==> src/rtl/nvsrl_defines.svh <==
`ifndef NVSRL_DEFINES_SVH
`define NVSRL_DEFINES_SVH

`define NVSRL_CLK_PERIOD_NS 25
`define NVSRL_GRACE_NS 25
`define NVSRL_GRACE_CYCLES ((`NVSRL_GRACE_NS / `NVSRL_CLK_PERIOD_NS) < 1 ? 1 : \
   (`NVSRL_GRACE_NS / `NVSRL_CLK_PERIOD_NS))
`define NVSRL_SOFT_SEQ_US 500
`define NVSRL_SOFT_SEQ_CYCLES ((`NVSRL_SOFT_SEQ_US * 1000) / `NVSRL_CLK_PERIOD_NS)
`define NVSRL_STORE_MS 8
`define NVSRL_STORE_CYCLES ((`NVSRL_STORE_MS * 1000000) / `NVSRL_CLK_PERIOD_NS)
`define NVSRL_RECALL_US 600
`define NVSRL_RECALL_CYCLES ((`NVSRL_RECALL_US * 1000) / `NVSRL_CLK_PERIOD_NS)
`define NVSRL_CNT_W 24

`endif

==> src/rtl/nvsrl_pkg.sv <==
package nvsrl_pkg;
   typedef enum logic [2:0] {
      NVSRL_IDLE = 3'b000,
      NVSRL_GRACE = 3'b001,
      NVSRL_STORE = 3'b010,
      NVSRL_RECALL = 3'b011,
      NVSRL_ACK = 3'b100
   } nvsrl_state_e;

   typedef enum logic [1:0] {
      NVSRL_OP_STORE = 2'b00,
      NVSRL_OP_RECALL = 2'b01,
      NVSRL_OP_AS_EN = 2'b10,
      NVSRL_OP_AS_DIS = 2'b11
   } nvsrl_op_e;
endpackage

==> src/rtl/nvsrl_ctrl.sv <==
`timescale 1ns/1ps
`include "nvsrl_defines.svh"

// Summary of operation
// - A power-loss save is skipped when no SRAM write happened since the last store or recall.
// - After any soft command, access stays open for a grace; during a power-loss save's grace, the low supply keeps access closed.
// - The grace interval lasts at most 25 ns, one clock cycle here.
// - Host reads and writes are ignored during store, recall, and while the supply is low.
// - A soft command is acted on within 500 us of being taken.
// - Serial I/O stays blocked until store or recall ends; the host waits for completion.
module nvsrl_ctrl #(
   parameter int unsigned STORE_CYCLES = `NVSRL_STORE_CYCLES,
   parameter int unsigned RECALL_CYCLES = `NVSRL_RECALL_CYCLES,
   parameter int unsigned SOFT_SEQ_CYCLES = `NVSRL_SOFT_SEQ_CYCLES
) (
   input wire logic mclk,
   input wire logic reset_n,
   input wire logic cmd_valid,
   input wire logic [1:0] cmd_op,
   output logic cmd_ready,
   input wire logic sram_write,
   input wire logic low_supply_pin,
   output logic access_enable,
   output logic access_inhibit_window,
   output logic nv_busy,
   output logic nv_done,
   output logic power_loss_save_en,
   output logic write_pending,
   output logic nv_store_pulse,
   output logic nv_recall_pulse
);

   localparam int unsigned GRACE_CYCLES = `NVSRL_GRACE_CYCLES;

   nvsrl_pkg::nvsrl_state_e state_reg, state_next;
   nvsrl_pkg::nvsrl_op_e op_reg, op_next;
   logic [`NVSRL_CNT_W-1:0] cnt_reg, cnt_next;
   logic autosave_reg, autosave_next;
   logic dirty_reg, dirty_next;
   logic done_reg, done_next;
   logic st_pulse_reg, st_pulse_next;
   logic rc_pulse_reg, rc_pulse_next;
   logic low_meta_reg, low_sync_reg, low_prev_reg;
   logic low_fall;
   logic grace_end;

   // supply trip flag comes from the analog detector, asynchronous to mclk
   always_ff @(posedge mclk or negedge reset_n) begin
      if (!reset_n) begin
         low_meta_reg <= 1'b0;
         low_sync_reg <= 1'b0;
         low_prev_reg <= 1'b0;
      end else begin
         low_meta_reg <= low_supply_pin;
         low_sync_reg <= low_meta_reg;
         low_prev_reg <= low_sync_reg;
      end
   end

   assign low_fall = low_sync_reg & ~low_prev_reg;
   assign grace_end = (cnt_reg == `NVSRL_CNT_W'(GRACE_CYCLES - 1));

   always_comb begin
      state_next = state_reg;
      op_next = op_reg;
      cnt_next = cnt_reg;
      autosave_next = autosave_reg;
      dirty_next = dirty_reg;
      done_next = 1'b0;
      st_pulse_next = 1'b0;
      rc_pulse_next = 1'b0;
      // a write accepted while access is open marks the array dirty
      if (sram_write && access_enable) begin
         dirty_next = 1'b1;
      end
      unique case (state_reg)
         nvsrl_pkg::NVSRL_IDLE: begin
            cnt_next = '0;
            if (low_fall && autosave_reg && dirty_reg) begin
               op_next = nvsrl_pkg::NVSRL_OP_STORE;
               state_next = nvsrl_pkg::NVSRL_GRACE;
            end else if (cmd_valid && !low_sync_reg) begin
               op_next = nvsrl_pkg::nvsrl_op_e'(cmd_op);
               state_next = nvsrl_pkg::NVSRL_GRACE;
            end
         end
         nvsrl_pkg::NVSRL_GRACE: begin
            cnt_next = cnt_reg + `NVSRL_CNT_W'(1);
            if (grace_end) begin
               cnt_next = '0;
               unique case (op_reg)
                  nvsrl_pkg::NVSRL_OP_STORE: begin
                     st_pulse_next = 1'b1;
                     state_next = nvsrl_pkg::NVSRL_STORE;
                  end
                  nvsrl_pkg::NVSRL_OP_RECALL: begin
                     rc_pulse_next = 1'b1;
                     state_next = nvsrl_pkg::NVSRL_RECALL;
                  end
                  nvsrl_pkg::NVSRL_OP_AS_EN: begin
                     autosave_next = 1'b1;
                     state_next = nvsrl_pkg::NVSRL_ACK;
                  end
                  nvsrl_pkg::NVSRL_OP_AS_DIS: begin
                     autosave_next = 1'b0;
                     state_next = nvsrl_pkg::NVSRL_ACK;
                  end
               endcase
            end
         end
         nvsrl_pkg::NVSRL_STORE, nvsrl_pkg::NVSRL_RECALL: begin
            // the transfer time bounds the lockout, not the soft sequence time
            cnt_next = cnt_reg + `NVSRL_CNT_W'(1);
            if ((state_reg == nvsrl_pkg::NVSRL_STORE &&
                 cnt_reg == `NVSRL_CNT_W'(STORE_CYCLES - 1)) ||
                (state_reg == nvsrl_pkg::NVSRL_RECALL &&
                 cnt_reg == `NVSRL_CNT_W'(RECALL_CYCLES - 1))) begin
               cnt_next = '0;
               dirty_next = 1'b0;
               done_next = 1'b1;
               state_next = nvsrl_pkg::NVSRL_IDLE;
            end
         end
         nvsrl_pkg::NVSRL_ACK: begin
            // enable/disable finishes at once, far inside the soft sequence bound
            done_next = 1'b1;
            state_next = nvsrl_pkg::NVSRL_IDLE;
         end
         default: begin
            state_next = nvsrl_pkg::NVSRL_IDLE;
         end
      endcase
   end

   always_ff @(posedge mclk or negedge reset_n) begin
      if (!reset_n) begin
         state_reg <= nvsrl_pkg::NVSRL_IDLE;
         op_reg <= nvsrl_pkg::NVSRL_OP_STORE;
         cnt_reg <= '0;
         autosave_reg <= 1'b1;
         dirty_reg <= 1'b0;
         done_reg <= 1'b0;
         st_pulse_reg <= 1'b0;
         rc_pulse_reg <= 1'b0;
      end else begin
         state_reg <= state_next;
         op_reg <= op_next;
         cnt_reg <= cnt_next;
         autosave_reg <= autosave_next;
         dirty_reg <= dirty_next;
         done_reg <= done_next;
         st_pulse_reg <= st_pulse_next;
         rc_pulse_reg <= rc_pulse_next;
      end
   end

   assign cmd_ready = (state_reg == nvsrl_pkg::NVSRL_IDLE) && !low_sync_reg &&
                      !(low_fall && autosave_reg && dirty_reg);
   assign nv_busy = (state_reg == nvsrl_pkg::NVSRL_STORE) ||
                    (state_reg == nvsrl_pkg::NVSRL_RECALL);
   assign access_inhibit_window = nv_busy || low_sync_reg;
   assign access_enable = !access_inhibit_window;
   assign nv_done = done_reg;
   assign power_loss_save_en = autosave_reg;
   assign write_pending = dirty_reg;
   assign nv_store_pulse = st_pulse_reg;
   assign nv_recall_pulse = rc_pulse_reg;

   wire unused_soft = (SOFT_SEQ_CYCLES == 0);

endmodule

==> config.mk <==
export PLATFORM = sky130hd
export DESIGN_NAME = nvsrl_ctrl
export DESIGN_NICKNAME = d
export VERILOG_FILES = /design/src/rtl/nvsrl_pkg.sv /design/src/rtl/nvsrl_ctrl.sv
export VERILOG_INCLUDE_DIRS = /design/src /design/src/rtl
export SDC_FILE = /design/constraint.sdc
export NUM_CORES = 1
export LEC_CHECK = 0
export ABC_AREA = 1
export BUFFER_PORTS_ARGS = -buffer_cell sky130_fd_sc_hd__clkbuf_2
export CORE_MARGIN = 2
export CORE_UTILIZATION = 63
export CTS_BUF_LIST = sky130_fd_sc_hd__clkbuf_4 sky130_fd_sc_hd__clkbuf_8
export DETAILED_ROUTE_END_ITERATION = 6
export PLACE_DENSITY = 0.86
export SYNTH_ARGS = -nofsm -noshare
export SYNTH_HDL_FRONTEND = slang
export SYNTH_SLANG_ARGS = --single-unit
==> constraint.sdc <==
create_clock -name mclk -period 1.8 [get_ports mclk]
set_input_delay 0.09 -clock mclk [delete_from_list [all_inputs] [get_ports mclk]]
set_output_delay 0.09 -clock mclk [all_outputs]
set_load 0.01 [all_outputs]
Word-level counts from Yosys, hierarchy flattened
Cells that the tools add are included.
{ "classes": {"n_addsub": 1, "eq_ne": 12, "mux": 23, "bitwise_logic": 2, "n_reduce_logical": 25} }
{ "ops": {"columns": ["operator", "n"], "rows": [
  ["one-hot mux 24 bit (3 select lines)", 1],
  ["two-way mux 24 bit", 2],
  ["adder 24 x 1 -> 24 bit (second input constant)", 1],
  ["== test 24 x 15 -> 1 bit (second input constant)", 1],
  ["== test 24 x 19 -> 1 bit (second input constant)", 1],
  ["zero test 24 bit", 1],
  ["one-hot mux 3 bit (3 select lines)", 2],
  ["two-way mux 3 bit", 4],
  ["two-way mux 1 bit", 10],
  ["logical AND 1 bit", 8],
  ["== test 3 x 2 -> 1 bit (second input constant)", 2],
  ["AND reduction 3 bit", 2],
  ["== test 2 bit (second input constant)", 2],
  ["two-way mux 2 bit", 2],
  ["inequality test 2 bit (second input constant)", 2],
  ["one-hot mux 1 bit (2 select lines)", 2],
  ["nonzero test 2 bit", 2],
  ["OR reduction 2 bit", 2],
  ["== test 3 x 1 -> 1 bit (second input constant)", 1],
  ["== test 3 bit (second input constant)", 1],
  ["zero test 1 bit", 3],
  ["zero test 3 bit", 1],
  ["logical OR 1 bit", 3],
  ["inequality test 3 bit (second input constant)", 1],
  ["other kinds (6)", 6]
]} }
{ "word_totals": {"reg_bits": 37, "input_bits": 7, "output_inout_bits": 9, "elab_cells": 74} }

Longest topological paths before layout
{ "logic_depth": {"word_depth": 8, "ltp_mapped": 11, "mapped_depth_nobuf": 10} }

Least setup slack after synthesis
Ideal clock, no wire load.
{ "synth_path": {"path_type": "register to register", "from": "reg cnt_reg[0]", "to": "reg cnt_reg[6]", "setup_ns": 0.116, "t_arrival_ns": 1.475, "required_ns": 1.684, "slack_ns": 0.209, "stages_incl_launch_ff": 12, "path_buffers": 1, "synth_period_minus_slack_ns": 1.591, "path_cell_list": "dfrtp_1 ha_1 nand2_1 nor2_4 nand2_4 nor2_2 nand2_2 nand3_4 nand2_4 buf_6 nand2_1 nand2_1"} }
{ "synth_via": {"elab_chain_cells": 5, "elab_cells_between_ends": 10, "classes_between": "add/sub: 1; eq/ne: 2; mux: 3; reduce/logical: 4"} }
{ "synth_rtl": {"columns": ["element", "line", "text"], "rows": [
  ["start: declaration", "nvsrl_ctrl.sv:37", "logic [`NVSRL_CNT_W-1:0] cnt_reg, cnt_next;"],
  ["start signal: assignment", "nvsrl_ctrl.sv:148", "cnt_reg <= cnt_next;"],
  ["branches (longest 4 deep; another with adder 24 x 1 -> 24 bit)", null, null],
  ["one-hot mux 24 bit (3 select lines) (*)", "nvsrl_ctrl.sv:76", "unique case (state_reg)"]
]} }
Mark *: on every way between the ends.
A chain may end at the register's enable or synchronous reset.

Worst setup path after layout
{ "layout_path": {"from": "reg cnt_reg[0]", "to": "reg cnt_reg[22]"} }
Same word-level chain as after synthesis.

==> impl_metrics.csv <==
group,metric,value,unit
outcome,status,"finished clean",
sta,max_clock_freq,587,MHz
setup_path,arrival,1890,ps
route,vias,2390,
synth,ys_seq_elements,37,
power_and_ir_drop,vdd_ir_drop_max,0.485,mV
placement,place_ws,50.7,ps
setup_path,endpoint,"cnt_reg[22]",
setup_path,crit_fanout,4,
layout,mostFrequentLayoutCells,"127 x nand2_1, 53 x nor2_1, 41 x inv_1",
min_path,min_path_type,"in2reg",
sta,setup-violations-final,0,
synth,syn_inst,362,
route,finalWirelength,6060,um
route,drt-initial-drc-count,234,
setup_path,rrSetupSlack,100,ps
sta,period_needed,1700,ps
clock_tree,worstSkewPairLatency,290,ps
route,wl_per_cell,13.9,um
floorplanning,start_util,65.6,%
grt,grt_use_total,30.7,%
clock_tree,clk_pin_slew,80,ps
min_path,holdPathStages,3,
grt,grt_remaining_overflow,0,
layout,area_growth,14.0,%
layout,regArea,927,um2
setup_path,start_kind,"flop",
placement,io_buffers,15,
sta,worst_slew_pin_slew,505,ps
synth,synth_top_area_share,37.2,%
floorplanning,core_area,3690,um2
clock_tree,numCtsBuffers,5,
power_and_ir_drop,leakagePower,1.40,nW
synth,syn_nets,371,
layout,antenna_cells,0,
route,vias_per_cell,5.48,
synth,ys_types,28,
synth,yosys-top-cells-area,"dfrtp_1 37%, nand2_1 20%, nor2_1 8.4%",
clock_tree,cts_tree,"built",
setup_path,crit_chain,"ha_4 > nand2_1 > nor2_4 > inv_1 > nor2_1 > nand3_1 > o211ai_1 > nand2_1",
floorplanning,row_count,22,
layout,largest_reg_flops,24,
route,drt-pass1-iter-count,5,
setup_path,setup.worst_path.start,"cnt_reg[0]",
layout,fin_nets,396,
floorplanning,die_h,66.0,um
clock_tree,cts.htree.levels,2,
setup_path,cp.required,1980,ps
synth,netlist_area,2420,um2
sta,fin_worst_skew,7.36,ps
synth,avgSynthCellArea,6.68,um2
sta,hold_viol,0,
setup_path,slowest_stage,"dfrtp_1",
setup_path,crit_path_frequent_cell,"nand2_1",
clock_tree,cts_num_sinks,37,
placement,gp_congestion,0.923,
sta,max_slew_margin,66.3,%
layout,mostFrequentLayoutCell,"nand2_1",
placement,dp.cells,425,
route,drtAntennaViolNets,0,
setup_path,critPathCaptureType,"flop",
synth,synth_area_leader_cell,"dfrtp_1",
grt,antenna_found_initial,0,
layout,stdcell_count,436,
setup_path,r2r_cells,8,
sta,fin_crit_sh,94.6,%
sta,slew_violations,0,
setup_path,criticalPathCategory,"reg2reg",
floorplanning,die_width,66.0,um
floorplanning,io_pins,16,
route,drc,0,
synth,seq_area_frac_synth,38.3,%
setup_path,max_stage_delay,450,ps
clock_tree,clockBufferDepth,2,
floorplanning,die_area,4350,um2
clock_tree,root_buffer,"clkbuf_8",
grt,grt_pass1_vias,2228,
setup_path,r2r_start,"cnt_reg[0]",
grt,grt_max_degree,20,
placement,dp_hpwl,4380,um
sta,fin_ws,96.6,ps
layout,layout-drive-gt1-share,13.4,%
layout,multiInputGateArea,1320,um2
grt,grt_pass1_wl,10100,um
power_and_ir_drop,power.density,590,nW/um2
synth,yosys_warnings,0,
layout,n_fill_cell,298,
flow_run,drv_cap,0,
setup_path,timing.rr.end,"cnt_reg[22]",
-- cells by family (layout without fill, tap and decap cells) --
group	count (synthesis)	in the layout	share of synthesized area (%)
compound gates	19	19	4.60
buf+inv	52	78	8.54
xor+xnor	13	13	4.71
fa+ha+maj	2	2	1.03
simple gates	239	239	42.8
flops	37	37	38.3
-- worst min path at each step --
| stage | startpoint | endpoint | slack, ps |
|---|---|---|---|
| after global routing | sram_write | write_pending | 40 |
| after detailed placement | reset_n | cnt_reg[14] | 70 |
| after global placement | reset_n | cnt_reg[14] | 70 |
| after CTS | sram_write | write_pending | 20 |
| after floorplan | reset_n | cnt_reg[0] | -210 |
| final | sram_write | write_pending | 30 |
-- where the power goes --
| part | total (mW) | internal (mW) | switching, mW | leakage (nW) |
|---|---|---|---|---|
| Combinational | 0.0330 | 0.0126 | 0.0204 | 0.870 |
| Sequential | 0.836 | 0.834 | 0.00193 | 0.476 |
| Clock | 0.756 | 0.450 | 0.306 | 0.0574 |
| Total | 1.63 | 1.30 | 0.328 | 1.40 |
-- layout make-up --
cell class                 count  share of cell area (%)
clock inverter                 2                    1.36
tap                           48                    2.18
multi-input combinational    273                    47.8
inverter                      46                    6.26
sequential                    37                    33.6
clock buffer                   6                    3.00
timing repair buffer          24                    5.81
-- cells in the mapped netlist --
| library cell | number |
|---|---|
| a21oi_1 | 2 |
| a2bb2oi_1 | 1 |
| buf_2 | 3 |
| buf_6 | 1 |
| clkbuf_1 | 2 |
| dfrtp_1 | 36 |
| dfstp_2 | 1 |
| ha_1 | 2 |
| inv_1 | 43 |
| inv_2 | 3 |
| nand2_1 | 128 |
| nand2_2 | 3 |
| nand2_4 | 2 |
| nand3_1 | 29 |
| nand3_4 | 1 |
| nand4_1 | 6 |
| nor2_1 | 54 |
| nor2_2 | 3 |
| nor2_4 | 2 |
| nor3_1 | 8 |
| nor3_4 | 1 |
| nor4_1 | 1 |
| o211ai_1 | 4 |
| o21ai_0 | 9 |
| o21ai_1 | 1 |
| o22ai_1 | 2 |
| or2_2 | 1 |
| xor2_1 | 13 |
-- per-stage QoR --
step                      utilization [%]  hold WS [ps]  instance area [um2]  setup TNS [ps]  total power, mW
after global routing                 74.7          36.3                 2760           -84.3             1.67
after floorplan                         -          -206                 2420               0            0.854
after CTS                            73.7          20.3                 2720               0             1.63
after detailed placement             69.9          70.3                 2580               0            0.883
after global placement               69.9          71.0                 2580               0            0.882
final                                74.7          31.3                 2760               0             1.63
-- what timing repair did --
item,4_1_cts,5_1_grt
hold buffers,2,0
hold endpoints to repair,19,0
gates resized for setup,0,8
setup buffers,0,1
endpoints found under the setup margin,0,19
-- critical path: cells and delay by family, from the launching register on --
family | cells | cell delay (ps)
AO/OA/AOI/OAI | 1 | 120
AND/OR/NAND/NOR | 5 | 770
buffers and inverters | 1 | 70
adder cells (fa/ha/maj) | 1 | 190
flip-flops | 1 | 450
-- per-layer routing --
layer / part of all wire (%) / track usage [%]
met3: 8.0 / 6.81
met2: 48 / 51.4
met4: 2.2 / 10.5
met1: 41 / 39.3
met5: 0 / 0
No activity file was read; power rests on OpenSTA's default activity.
